### src/core/sirl_pkg.sv
// Shared constants for the safety input and restart interlock block
package sirl_pkg;

  // ****************************************************************
  // Register map (byte addresses, one 32-bit word each)
  // ****************************************************************
  localparam logic [7:0] SIRL_ADDR_CTRL     = 8'h00; // Mode and interlock enables
  localparam logic [7:0] SIRL_ADDR_STATUS   = 8'h04; // Live state, read only
  localparam logic [7:0] SIRL_ADDR_IRQ_STAT = 8'h08; // Sticky events, write one to clear
  localparam logic [7:0] SIRL_ADDR_IRQ_MASK = 8'h0C; // Interrupt enables

  // ****************************************************************
  // Field positions
  // ****************************************************************
  localparam int SIRL_CTRL_MODE_BIT   = 0;  // 0 complementary, 1 one-of-n
  localparam int SIRL_CTRL_ILK_LSB    = 8;  // One interlock enable per output
  localparam int SIRL_STAT_CASE_LSB   = 8;  // Two-bit monitoring case index
  localparam int SIRL_STAT_VALID_BIT  = 10; // Monitoring case is valid
  localparam int SIRL_STAT_DECERR_BIT = 12; // Input pattern invalid
  localparam int SIRL_STAT_LNKERR_BIT = 13; // Transmission fault present
  localparam int SIRL_STAT_CHAN_LSB   = 16; // Raw synchronised channels

  // Interrupt event bits
  localparam int SIRL_EV_DECERR  = 0; // Invalid input pattern appeared
  localparam int SIRL_EV_LNKERR  = 1; // Transmission fault appeared
  localparam int SIRL_EV_TRIP    = 2; // Some output went off
  localparam int SIRL_EV_RELEASE = 3; // A reset released an output
  localparam int SIRL_EV_W       = 4; // Number of event bits

  // ****************************************************************
  // Reset values
  // ****************************************************************
  localparam logic        SIRL_RST_MODE    = 1'b0; // Complementary after reset
  localparam logic        SIRL_RST_ILK     = 1'b1; // Interlock on after reset
  localparam logic [31:0] SIRL_RST_WORD    = 32'h0000_0000;
  localparam logic [3:0]  SIRL_RST_EVENTS  = 4'h0;

  // ****************************************************************
  // Timing
  // ****************************************************************
  localparam longint SIRL_CLK_HZ      = 100_000_000; // Core clock rate
  localparam longint SIRL_MIN_OFF_MS  = 80;          // Least off time after trip
  localparam longint SIRL_MIN_OFF_CYC = (SIRL_MIN_OFF_MS * SIRL_CLK_HZ + 999) / 1000;

  // Evaluation modes
  localparam logic SIRL_MODE_COMPL = 1'b0;
  localparam logic SIRL_MODE_ONEN  = 1'b1;

  // Per-output interlock states
  typedef enum logic [2:0]
  {
    SIRL_ST_ON     = 3'b001, // Output on, field clear
    SIRL_ST_TIMED  = 3'b010, // Least off time running
    SIRL_ST_LOCKED = 3'b100  // Waiting for a reset or interlock disable
  } sirl_state_type;

endpackage : sirl_pkg

### src/core/sirl_output_channel.sv
// One safety output with least off time and restart interlock
`timescale 1ns/1ns
module sirl_output_channel
  import sirl_pkg::*;
#(
  parameter int CNT_W   = 23,
  parameter int OFF_CYC = 8_000_000
)
(
  // Clock and reset
  input  wire logic i_core_clk,
  input  wire logic i_srst,
  // Conditions
  input  wire logic i_field_clear,  // Protective field free
  input  wire logic i_fault,        // Any error forces off
  input  wire logic i_ilk_en,       // Restart interlock enabled
  input  wire logic i_reset_ok,     // Accepted reset pulse
  // Results
  output logic      o_on,           // Safety output state
  output logic      o_trip,         // Pulse: output just went off
  output logic      o_release       // Pulse: reset released output
);

  // ****************************************************************
  // State
  // ****************************************************************
  sirl_state_type   state_q, state_d;   // Interlock state
  logic [CNT_W-1:0] cnt_q, cnt_d;       // Off time counter
  logic             trip_q, trip_d;     // Trip pulse
  logic             rel_q, rel_d;       // Release pulse
  wire  logic       trip_now;           // Field broken or fault
  wire  logic       cnt_done;           // Off time over

  localparam logic [CNT_W-1:0] CNT_LOAD = CNT_W'(OFF_CYC - 1);
  localparam logic [CNT_W-1:0] CNT_ONE  = CNT_W'(1);
  localparam logic [CNT_W-1:0] CNT_ZERO = '0;

  // RULE14 fault drops output
  assign trip_now = ~i_field_clear | i_fault;
  assign cnt_done = (cnt_q == CNT_ZERO);

  // Next state
  always_comb
  begin
    state_d = state_q;
    cnt_d   = cnt_q;
    trip_d  = 1'b0;
    rel_d   = 1'b0;
    if (trip_now)
    begin
      // RULE6 reload off time
      state_d = SIRL_ST_TIMED;
      cnt_d   = CNT_LOAD;
      trip_d  = (state_q == SIRL_ST_ON);
    end
    else
    begin
      case (state_q)
        SIRL_ST_ON:
        begin
          state_d = SIRL_ST_ON;
        end
        SIRL_ST_TIMED:
        begin
          // RULE6 hold off full time
          if (cnt_done)
          begin
            // RULE9 latch off when enabled
            state_d = i_ilk_en ? SIRL_ST_LOCKED : SIRL_ST_ON;
          end
          else
          begin
            cnt_d = cnt_q - CNT_ONE;
          end
        end
        SIRL_ST_LOCKED:
        begin
          // RULE10 release on clear field
          if (i_reset_ok | ~i_ilk_en)
          begin
            state_d = SIRL_ST_ON;
            rel_d   = i_reset_ok;
          end
        end
        default:
        begin
          state_d = SIRL_ST_LOCKED;
        end
      endcase
    end
  end

  // Registers; start-up enters the locked state
  always_ff @(posedge i_core_clk)
  begin
    if (i_srst)
    begin
      // RULE11 start-up interlock
      state_q <= SIRL_ST_LOCKED;
      cnt_q   <= CNT_ZERO;
      trip_q  <= 1'b0;
      rel_q   <= 1'b0;
    end
    else
    begin
      state_q <= state_d;
      cnt_q   <= cnt_d;
      trip_q  <= trip_d;
      rel_q   <= rel_d;
    end
  end

  assign o_on      = (state_q == SIRL_ST_ON);
  assign o_trip    = trip_q;
  assign o_release = rel_q;

endmodule : sirl_output_channel

### src/core/sirl_top.sv
// Static input decoding, restart interlock and APB registers
//
// Decided for this implementation: the APB register port and the placing of the registers.
`timescale 1ns/1ns

// Overview of operation
// RULE1: Complementary pair: 10 is 0, 01 is 1
// RULE2: Equal channels in complementary mode are errors
// RULE3: Non-inverted pair forces all outputs off
// RULE4: One-of-n needs exactly one channel high
// RULE5: Single high channel one..four selects case
// RULE6: Trip keeps output off at least 80 ms
// RULE7: Each output has configurable restart interlock
// RULE8: Reset request arrives as network signal
// RULE9: Interlocked output stays off after field clears
// RULE10: Reset releases only with field clear
// RULE11: Reset also clears start-up interlock
// RULE12: Resets ignored while any fault present
// RULE13: Controller needs separate start after reset
// RULE14: Faulty transmission forces outputs off
// RULE15: Long network expectation needs interlock enabled
// RULE16: Reset acts only on its rising edge
module sirl_top
  import sirl_pkg::*;
#(
  parameter int     NUM_OUT = 2,                // Safety outputs
  parameter longint OFF_CYC = SIRL_MIN_OFF_CYC  // Least off time in cycles
)
(
  // Clock and reset
  input  wire logic               i_core_clk,
  input  wire logic               i_srst,
  // APB slave
  input  wire logic               i_psel,
  input  wire logic               i_penable,
  input  wire logic               i_pwrite,
  input  wire logic [7:0]         i_paddr,
  input  wire logic [31:0]        i_pwdata,
  output logic [31:0]             o_prdata,
  output logic                    o_pready,
  output logic                    o_pslverr,
  // Network input channels
  input  wire logic               i_pair_a_first_channel,
  input  wire logic               i_pair_a_second_channel,
  input  wire logic               i_pair_b_first_channel,
  input  wire logic               i_pair_b_second_channel,
  // Field, reset request and link health
  input  wire logic [NUM_OUT-1:0] i_field_clear,
  input  wire logic               i_reset_req,
  input  wire logic               i_link_fault,
  // Results
  output logic [NUM_OUT-1:0]      o_safe_out,
  output logic [1:0]              o_case,
  output logic                    o_case_valid,
  output logic                    o_error,
  output logic                    o_irq
);

  // ****************************************************************
  // Helpers
  // ****************************************************************

  // One-hot of four channels to case index
  function automatic logic [1:0] sirl_onehot_idx(input logic [3:0] v);
    logic [1:0] idx;
    idx = 2'h0;
    if (v[1])
      idx = 2'h1;
    else if (v[2])
      idx = 2'h2;
    else if (v[3])
      idx = 2'h3;
    return idx;
  endfunction : sirl_onehot_idx

  localparam int CNT_W = $clog2(OFF_CYC + 1);
  localparam int SY_W  = 6 + NUM_OUT;  // Four channels, fields, reset, fault

  // ****************************************************************
  // Input synchronisers
  // ****************************************************************
  logic [SY_W-1:0]    sy1_q;      // First stage, read only by sy2_q
  logic [SY_W-1:0]    sy2_q;      // Second stage, safe to use
  logic               rreq_q;     // Previous reset request level
  wire  logic [SY_W-1:0] sy_in;   // Gathered raw pins

  assign sy_in = {i_link_fault, i_reset_req, i_field_clear,
                  i_pair_b_second_channel, i_pair_b_first_channel,
                  i_pair_a_second_channel, i_pair_a_first_channel};

  // Two flops before use; pins come from the network interface
  always_ff @(posedge i_core_clk)
  begin
    if (i_srst)
    begin
      sy1_q  <= '0;
      sy2_q  <= '0;
      rreq_q <= 1'b0;
    end
    else
    begin
      sy1_q  <= sy_in;
      sy2_q  <= sy1_q;
      rreq_q <= sy2_q[NUM_OUT+4];
    end
  end

  wire logic [3:0]         chan     = sy2_q[3:0];          // Pair a first channel in bit 0
  wire logic [NUM_OUT-1:0] fld_clr  = sy2_q[NUM_OUT+3:4];
  wire logic               rreq     = sy2_q[NUM_OUT+4];
  wire logic               lnk_err  = sy2_q[NUM_OUT+5];

  // ****************************************************************
  // Control and interrupt registers
  // ****************************************************************
  logic               mode_q;     // Evaluation method
  logic [NUM_OUT-1:0] ilk_en_q;   // Interlock enables
  logic [SIRL_EV_W-1:0] irq_stat_q;
  logic [SIRL_EV_W-1:0] irq_mask_q;

  // ****************************************************************
  // Input decoding
  // ****************************************************************
  // RULE1 pair value is second channel
  wire logic a_val = chan[1];
  wire logic b_val = chan[3];
  // RULE2 equal channels flag error
  wire logic a_bad = ~(chan[0] ^ chan[1]);
  wire logic b_bad = ~(chan[2] ^ chan[3]);
  // RULE4 exactly one channel high
  wire logic onen_ok = (chan == 4'h1) | (chan == 4'h2) | (chan == 4'h4) | (chan == 4'h8);

  // RULE3 any pair counts, used or not
  wire logic dec_err = (mode_q == SIRL_MODE_COMPL) ? (a_bad | b_bad) : ~onen_ok;
  // RULE5 single channel selects case
  wire logic [1:0] case_d = (mode_q == SIRL_MODE_ONEN) ? sirl_onehot_idx(chan) : {b_val, a_val};
  // RULE14 link fault joins errors
  wire logic any_err = dec_err | lnk_err;

  // RULE16 act on rising edge only
  wire logic rreq_rise = rreq & ~rreq_q;
  // RULE12 ignore reset during faults
  // RULE8 reset taken from network pin
  wire logic reset_ok = rreq_rise & ~any_err;

  // ****************************************************************
  // Output channels
  // ****************************************************************
  wire logic [NUM_OUT-1:0] out_on;    // Channel states
  wire logic [NUM_OUT-1:0] out_trip;  // Trip pulses
  wire logic [NUM_OUT-1:0] out_rel;   // Release pulses

  genvar g;
  generate
    for (g = 0; g < NUM_OUT; g++)
    begin : g_out
      // RULE7 own interlock per output
      sirl_output_channel #(
        .CNT_W   (CNT_W),
        .OFF_CYC (int'(OFF_CYC))
      ) u_chan (
        .i_core_clk    (i_core_clk),
        .i_srst        (i_srst),
        .i_field_clear (fld_clr[g]),
        .i_fault       (any_err),
        .i_ilk_en      (ilk_en_q[g]),
        .i_reset_ok    (reset_ok),
        .o_on          (out_on[g]),
        .o_trip        (out_trip[g]),
        .o_release     (out_rel[g])
      );
    end
  endgenerate

  // ****************************************************************
  // Events
  // ****************************************************************
  logic dec_err_q;   // Previous decode error
  logic lnk_err_q;   // Previous link fault
  wire  logic [SIRL_EV_W-1:0] ev;

  assign ev[SIRL_EV_DECERR]  = dec_err & ~dec_err_q;
  assign ev[SIRL_EV_LNKERR]  = lnk_err & ~lnk_err_q;
  assign ev[SIRL_EV_TRIP]    = |out_trip;
  assign ev[SIRL_EV_RELEASE] = |out_rel;

  // ****************************************************************
  // APB decode
  // ****************************************************************
  wire logic setup   = i_psel & ~i_penable;
  wire logic access  = i_psel & i_penable & o_pready;
  wire logic hit_ctl = (i_paddr == SIRL_ADDR_CTRL);
  wire logic hit_sts = (i_paddr == SIRL_ADDR_STATUS);
  wire logic hit_ist = (i_paddr == SIRL_ADDR_IRQ_STAT);
  wire logic hit_msk = (i_paddr == SIRL_ADDR_IRQ_MASK);
  wire logic mapped  = hit_ctl | hit_sts | hit_ist | hit_msk;
  // Status is read only, so writing it errors
  wire logic bad_acc = ~mapped | (hit_sts & i_pwrite);
  wire logic wr_ok   = access & i_pwrite & ~o_pslverr;

  wire logic [31:0] ctrl_word = (32'(mode_q) << SIRL_CTRL_MODE_BIT)
                              | (32'(ilk_en_q) << SIRL_CTRL_ILK_LSB);
  wire logic [31:0] stat_word = 32'(out_on)
                              | (32'(o_case) << SIRL_STAT_CASE_LSB)
                              | (32'(o_case_valid) << SIRL_STAT_VALID_BIT)
                              | (32'(dec_err) << SIRL_STAT_DECERR_BIT)
                              | (32'(lnk_err) << SIRL_STAT_LNKERR_BIT)
                              | (32'(chan) << SIRL_STAT_CHAN_LSB);
  wire logic [31:0] rd_word;

  assign rd_word = hit_ctl ? ctrl_word :
                   hit_sts ? stat_word :
                   hit_ist ? 32'(irq_stat_q) :
                   hit_msk ? 32'(irq_mask_q) : SIRL_RST_WORD;

  // Read data and answer are latched in setup so outputs come from flops
  always_ff @(posedge i_core_clk)
  begin
    if (i_srst)
    begin
      o_prdata  <= SIRL_RST_WORD;
      o_pready  <= 1'b0;
      o_pslverr <= 1'b0;
    end
    else if (setup)
    begin
      o_prdata  <= i_pwrite ? SIRL_RST_WORD : rd_word;
      o_pready  <= 1'b1;
      o_pslverr <= bad_acc;
    end
    else
    begin
      o_pready  <= 1'b0;
      o_pslverr <= 1'b0;
    end
  end

  // ****************************************************************
  // Registers written by software
  // ****************************************************************
  always_ff @(posedge i_core_clk)
  begin
    if (i_srst)
    begin
      mode_q     <= SIRL_RST_MODE;
      ilk_en_q   <= {NUM_OUT{SIRL_RST_ILK}};
      irq_mask_q <= SIRL_RST_EVENTS;
    end
    else if (wr_ok & hit_ctl)
    begin
      mode_q   <= i_pwdata[SIRL_CTRL_MODE_BIT];
      ilk_en_q <= i_pwdata[SIRL_CTRL_ILK_LSB +: NUM_OUT];
    end
    else if (wr_ok & hit_msk)
    begin
      irq_mask_q <= i_pwdata[SIRL_EV_W-1:0];
    end
  end

  // Sticky events; a new event beats a clear in the same cycle
  wire logic [SIRL_EV_W-1:0] w1c = (wr_ok & hit_ist) ? i_pwdata[SIRL_EV_W-1:0] : SIRL_RST_EVENTS;

  always_ff @(posedge i_core_clk)
  begin
    if (i_srst)
    begin
      irq_stat_q <= SIRL_RST_EVENTS;
      // Cleared synchronisers read as an invalid pattern; no false event
      dec_err_q  <= 1'b1;
      lnk_err_q  <= 1'b0;
      o_irq      <= 1'b0;
    end
    else
    begin
      irq_stat_q <= (irq_stat_q & ~w1c) | ev;
      dec_err_q  <= dec_err;
      lnk_err_q  <= lnk_err;
      o_irq      <= |(((irq_stat_q & ~w1c) | ev) & irq_mask_q);
    end
  end

  // ****************************************************************
  // Result outputs
  // ****************************************************************
  // Outputs re-registered; one cycle behind channel state
  always_ff @(posedge i_core_clk)
  begin
    if (i_srst)
    begin
      o_safe_out   <= '0;
      o_case       <= 2'h0;
      o_case_valid <= 1'b0;
      o_error      <= 1'b0;
    end
    else
    begin
      // RULE3 error gates every output
      o_safe_out   <= out_on & {NUM_OUT{~any_err}};
      o_case       <= case_d;
      o_case_valid <= ~dec_err;
      o_error      <= any_err;
    end
  end

endmodule : sirl_top

### config.mk
export PLATFORM = sky130hd
export DESIGN_NAME = sirl_top
export DESIGN_NICKNAME = d
export VERILOG_FILES = /design/src/core/sirl_pkg.sv /design/src/core/sirl_output_channel.sv /design/src/core/sirl_top.sv
export SDC_FILE = /design/constraint.sdc
export NUM_CORES = 1
export LEC_CHECK = 0
export ABC_CLOCK_PERIOD_IN_PS = 4700
export BUFFER_PORTS_ARGS = -buffer_cell sky130_fd_sc_hd__buf_2
export CAP_MARGIN = 0
export CORE_MARGIN = 8
export CORE_UTILIZATION = 45
export DETAILED_ROUTE_END_ITERATION = 8
export PLACE_DENSITY = 0.65
export RECOVER_POWER = 100
export SETUP_SLACK_MARGIN = 0.15
export SYNTH_ARGS = -nofsm -noshare
export SYNTH_HDL_FRONTEND = slang
export SYNTH_SLANG_ARGS = --single-unit
### constraint.sdc
create_clock -name i_core_clk -period 4.7 [get_ports i_core_clk]
set_clock_uncertainty 0.05 [all_clocks]
set_input_delay 0.235 -clock i_core_clk [delete_from_list [all_inputs] [get_ports i_core_clk]]
set_output_delay 0.235 -clock i_core_clk [all_outputs]
set_load 0.005 [all_outputs]
# After elaboration in Yosys (flattened, before gate mapping)
# Index checks and enable logic that the tools add are counted.
# op_classes
n_addsub	2
multipliers	0
n_div	0
magnitude_cmp	0
n_eq_ne	23
n_shift	0
n_mux	28
n_bitwise	64
reduce_logical	24
# op_table
operator	count
two-way mux 23 bit	6
two-way mux 20 bit	3
logical NOT 23 bit	2
subtractor 23 x 1 -> 23 bit, second input constant	2
NOT 1 bit	25
two-way mux 3 bit	8
OR 14 x 20 -> 20 bit	1
one-hot mux 3 bit (3 select lines)	2
AND reduction 2 bit	9
equality test 8 x 4 -> 1 bit, second input constant	2
OR 13 x 14 -> 14 bit	1
OR reduction 2 bit	7
AND 1 bit	13
OR 1 bit	13
OR 11 x 13 -> 13 bit	1
two-way mux 4 bit	3
inequality test 2 x 1 -> 1 bit, second input constant	6
inequality test 3 x 1 -> 1 bit, second input constant	4
OR reduction 4 bit	3
OR 10 x 11 -> 11 bit	1
OR 1 x 10 -> 10 bit	1
OR 2 x 10 -> 10 bit	1
AND 4 bit	2
equality test 8 x 3 -> 1 bit, second input constant	1
15 further kinds	24
# totals
reg_bits	127
latchBits	0
ram_bits	0
mem_bits_ro	0
in_bits	53
out_inout_bits	41
elab_cells	170
n_memories	0

# Logic depth before layout (Yosys ltp)
# logic_depth
ltp_word	13
mapped_depth	8
mapped_depth_nobuf	7

# Hierarchy
# Synthesis repeated with hierarchy kept, for this count alone.
# hier_totals
hier_cells	556
area_unflattened_um2	5038.6
# modules_own_cells
mod	instances	cells_each	area_each_um2	seq_area_each_um2
sirl_output_channel	2	158	1390.1	560.5
sirl_top	1	240	2258.4	1041.0

# Worst setup path after synthesis
# Ideal clock, no wire load.
# synth_path
path_type	register to register
startpoint	register g_out[1].u_chan.cnt_q[0]
endpoint	register g_out[1].u_chan.cnt_q[1]
setup_ps	70
t_arrival_ps	2499
required_time_ps	4580
slack_ps	2080
path_stages_with_launch	9
path_buffers	1
period_less_slack_ps	2620
cell_sequence	dfxtp_1 -> inv_1 -> ha_1 -> or4b_2 -> or4_1 -> clkbuf_1 -> o21ai_1 -> mux2_2 -> a21oi_1
# synth_via
elab_chain_cells	4
elab_cells_between_ends	7
cone_classes	add/sub (1); eq/ne (1); mux (3); reduce/logical (2)
# synth_lines
element	line_no	source
start: declaration	sirl_output_channel.sv:28	logic [CNT_W-1:0] cnt_q, cnt_d;
start signal: assignment	sirl_output_channel.sv:107	cnt_q <= cnt_d;
subtractor 23 x 1 -> 23 bit	sirl_output_channel.sv:73	cnt_d = cnt_q - CNT_ONE;
two-way mux 23 bit	sirl_output_channel.sv:66	if (cnt_done)
two-way mux 23 bit	sirl_output_channel.sv:58	case (state_q)
two-way mux 23 bit	sirl_output_channel.sv:49	if (trip_now)
# Several ways; a longest one is shown, not always the timed one. The select of a mux whose other input is x is not followed.
# A chain may end at the register's enable or synchronous reset.

# Worst setup path after layout
# layout_path
startpoint	input i_srst
endpoint	register g_out[1].u_chan.state_q[0]
# layout_via
elab_chain_cells	1
# layout_lines
element	line_no	source
start: declaration	sirl_top.sv:32	input wire logic i_srst,
OR reduction 2 bit (no line)	--	
end signal: assignment	sirl_output_channel.sv:106	state_q <= state_d;
end: declaration	sirl_output_channel.sv:27	sirl_state_type state_q, state_d;
# Every way passes these cells.

==> key figures <==
Outcome
  • Run status: finished, violations left
  • Failing checks: max-capacitance violations, max-slew violations

Critical path
  • Crit path required time: around 5 ns
  • Critical Path End Type: flip-flop
  • Slowest CP cell: clkbuf_1
  • CP cell instances: clkbuf_1 -> clkbuf_1 -> nor3_1 -> nand2_1 -> nor2_1
  • Critical path's top delay family: buffers and inverters
  • Crit-path max FO: 54
  • Most frequent cell on the critical path: clkbuf_1
  • Critical path type: in2reg
  • Critical Path Source Type: primary input
  • Crit path buf inv count: 2
  • Max incr delay on CP: approximately 1.7 ns
  • CP arrival: 3.41 ns

Global route
  • Initial antenna violation count: 0
  • Gr usage total: 14.6%
  • First-pass GRT wire length: 17.4 mm
  • Vias in the first global route: 3734
  • Global route total overflow: 0
  • Pin count of the biggest net entering global routing: 55

Floorplan
  • Site row count: 38
  • Die Wd: 120 µm
  • Core area: between 10000 and 15000 µm²
  • # IOs: 94
  • Starting Density: 45.5%
  • Die area: 14400 µm²
  • Chip height: 120 µm

Logic synthesis
  • Mapped Avg Cell Area: 9.12 µm²
  • EDFF count, synth: 0
  • Async SR Flop Fraction: 0%
  • Synth warn: 0
  • Netlist Area Pre-Place: 4870 µm²
  • Synth cell types: 58
  • Predominant post-synthesis flop cell: dfxtp_1
  • Seq/Total Area, Yosys: around 44%
  • Post-Syn Instances: about 530
  • #FFs+latches synth: 108

Finish
  • Fin nets: between 600 and 700
  • Share of cells above drive strength 1: roughly 11%
  • Area grow syn2layout: 8.40%
  • Utilization after layout: 49.3%
  • Ant. Diodes: 0

Clock network
  • H-Tree Depth: 3
  • Post-CTS setup buffers: 0
  • Clock Tree Root: clkbuf_8
  • Post_cts resized: 0
  • Insertion delay to the later sink of the worst-skew pair: 0.37 ns
  • Hold buffers post-CTS: 0
  • Clk slew on worst S/H paths: roughly 0.1 ns
  • CTS tree: yes
  • Cts bufs inserted: 9
  • CTS sink count: ~110
  • Clock buffer depth: 2

STA
  • Max-slew headroom: -60.8%
  • Final period util: 67.8%
  • Fin Setup TNS: 0 ns
  • Slew Viols, Final: 55
  • Final min period: 3.19 ns
  • Final setup viols: 0
  • Final Hold Violating Endpoints: 0
  • Unrepaired setup endpoints after global routing: no
  • F_max: 314 MHz
  • Worst Tran Pin Value: 2.41 ns

Drt
  • Vias: 3839
  • Vias/cell: between 5 and 6
  • DRT Wirelength: slightly above 10 mm
  • Drt drc: 0
  • Drt pass-1 iters: 7
  • Initial DRC count: around 280
  • Final ANT Viol Nets: 0
  • Drt wl/cell: 14.5 µm

Power and ir drop
  • Combinational share of power: ~6.5%
  • PD cells: between 300 and 400 nW/µm²
  • Switching power: 388 µW
  • Max IR drop VDD: roughly 0.14 mV
  • Seq pwr share: 59.5%
  • Clk pwr share: around a third
  • Internal: between 1 and 1.5 mW
  • Leak pwr: approximately 1.9 nW
  • Sw Ratio: 24.0%

Placement
  • Post-DP HPWL: between 7 and 8 mm
  • Gpl congestion: 0.815
  • PortBufs: 48

Job
  • Max-Cap Viols: 1

Worst hold path
  • Min-delay worst type: in2reg
[cells by family after synthesis]
logic type / count (synthesis) / synth area share [%]
AOI/OAI and AO/OA: 94 / 12.5
buffers and inverters: 57 / 6.17
other: 1 / 0.0770
adders and majority gates: 11 / 2.83
and+or+nand+nor: 216 / 24.8
xor gates and xnor gates: 33 / 5.94
muxes: 14 / 3.29
DFF: 108 / 44.4
[cell usage in the layout (no fill, tap or decap), types with 9 or more instances in the layout]
master,synthesis,final
nor2b_1,29,29
clkbuf_8,0,9
or3_1,11,11
xnor2_1,29,29
nand2_1,12,12
dfxtp_1,108,108
a22oi_1,11,11
inv_1,11,11
nor3_1,17,17
buf_2,0,28
a21oi_1,35,35
ha_1,11,11
nor2_1,64,64
nor4_1,22,23
nand3_1,9,9
clkbuf_1,22,23
o21ai_0,10,10
or4_1,12,12
conb_1,1,19
[worst paths after layout]
path	startpoint	slack, ns	end	depth (start not counted)
worst max-delay path	i_srst	1.51	g_out[1].u_chan.state_q[0]	5
worst min-delay path	i_link_fault	0.02	sy1_q[7]	2
worst max register to register	g_out[0].u_chan.cnt_q[0]	1.71	g_out[0].u_chan.cnt_q[1]	8
worst min register to register	sy1_q[1]	0.39	sy2_q[1]	1
[through the flow]
| step | cells | power (mW) | hold WS, ns | area [µm²] | setup slack, ns |
|---|---|---|---|---|---|
| after detailed placement | 699 | 1.09 | 0.374 | 5130 | 1.85 |
| after CTS | 715 | 1.64 | 0.000501 | 5320 | 1.82 |
| after global placement | 699 | 1.08 | 0.371 | 5130 | 1.91 |
| after floorplan | 552 | 1.07 | 0.280 | 4940 | 2.08 |
| after global routing | 715 | 1.70 | 0.0123 | 5280 | 1.17 |
| final | 715 | 1.62 | 0.0233 | 5280 | 1.51 |
[registers in the layout (all words and copies together) (netlist names), 2 cells and up]
| name | flops |
|---|---|
| irq_mask_q | 4 |
| g_out.u_chan.cnt_q | 46 |
| o_prdata | 13 |
| sy1_q | 8 |
| g_out.u_chan.o_release | 2 |
| sy2_q | 8 |
| o_case | 2 |
| o_safe_out | 2 |
| irq_stat_q | 4 |
| ilk_en_q | 2 |
| g_out.u_chan.o_trip | 2 |
| g_out.u_chan.state_q | 6 |
[Yosys cell counts (12+ instances only)]
master,count,area (µm²)
or4_1,12,90.1
a21oi_1,35,175
nand2_1,12,45.0
xnor2_1,29,254
dfxtp_1,108,2160
nor2_1,64,240
buf_4,21,158
clkbuf_1,22,82.6
nor2b_1,29,181
nor3_1,17,85.1
nor4_1,22,138
[routing by layer]
metal  track usage (%)  vias up  wire [µm]
li1                  -     1946          -
met4              6.56        0        191
met3              4.23       15        599
met2              24.0       81       4800
met5                 0        -          0
met1              17.4     1797       4800
[layout make-up]
class | count | area (µm²)
Clock buffer | 9 | 124
Clock inverter | 7 | 66.3
Fill cell | 1047 | 5420
Inverter | 11 | 41.3
Multi-Input combinational cell | 387 | 2470
Sequential cell | 108 | 2160
Tap cell | 140 | 175
Timing Repair Buffer | 53 | 241
[power groups by stage]
stage | Sequential [mW] | Clock, mW | Combinational [mW]
after floorplan | 0.977 | 0 | 0.0887
after global placement | 0.983 | 0 | 0.101
after detailed placement | 0.984 | 0 | 0.104
after CTS | 0.963 | 0.571 | 0.105
after global routing | 0.968 | 0.612 | 0.119
final | 0.963 | 0.551 | 0.105
Note: power is estimated with default switching activity, not from simulation.
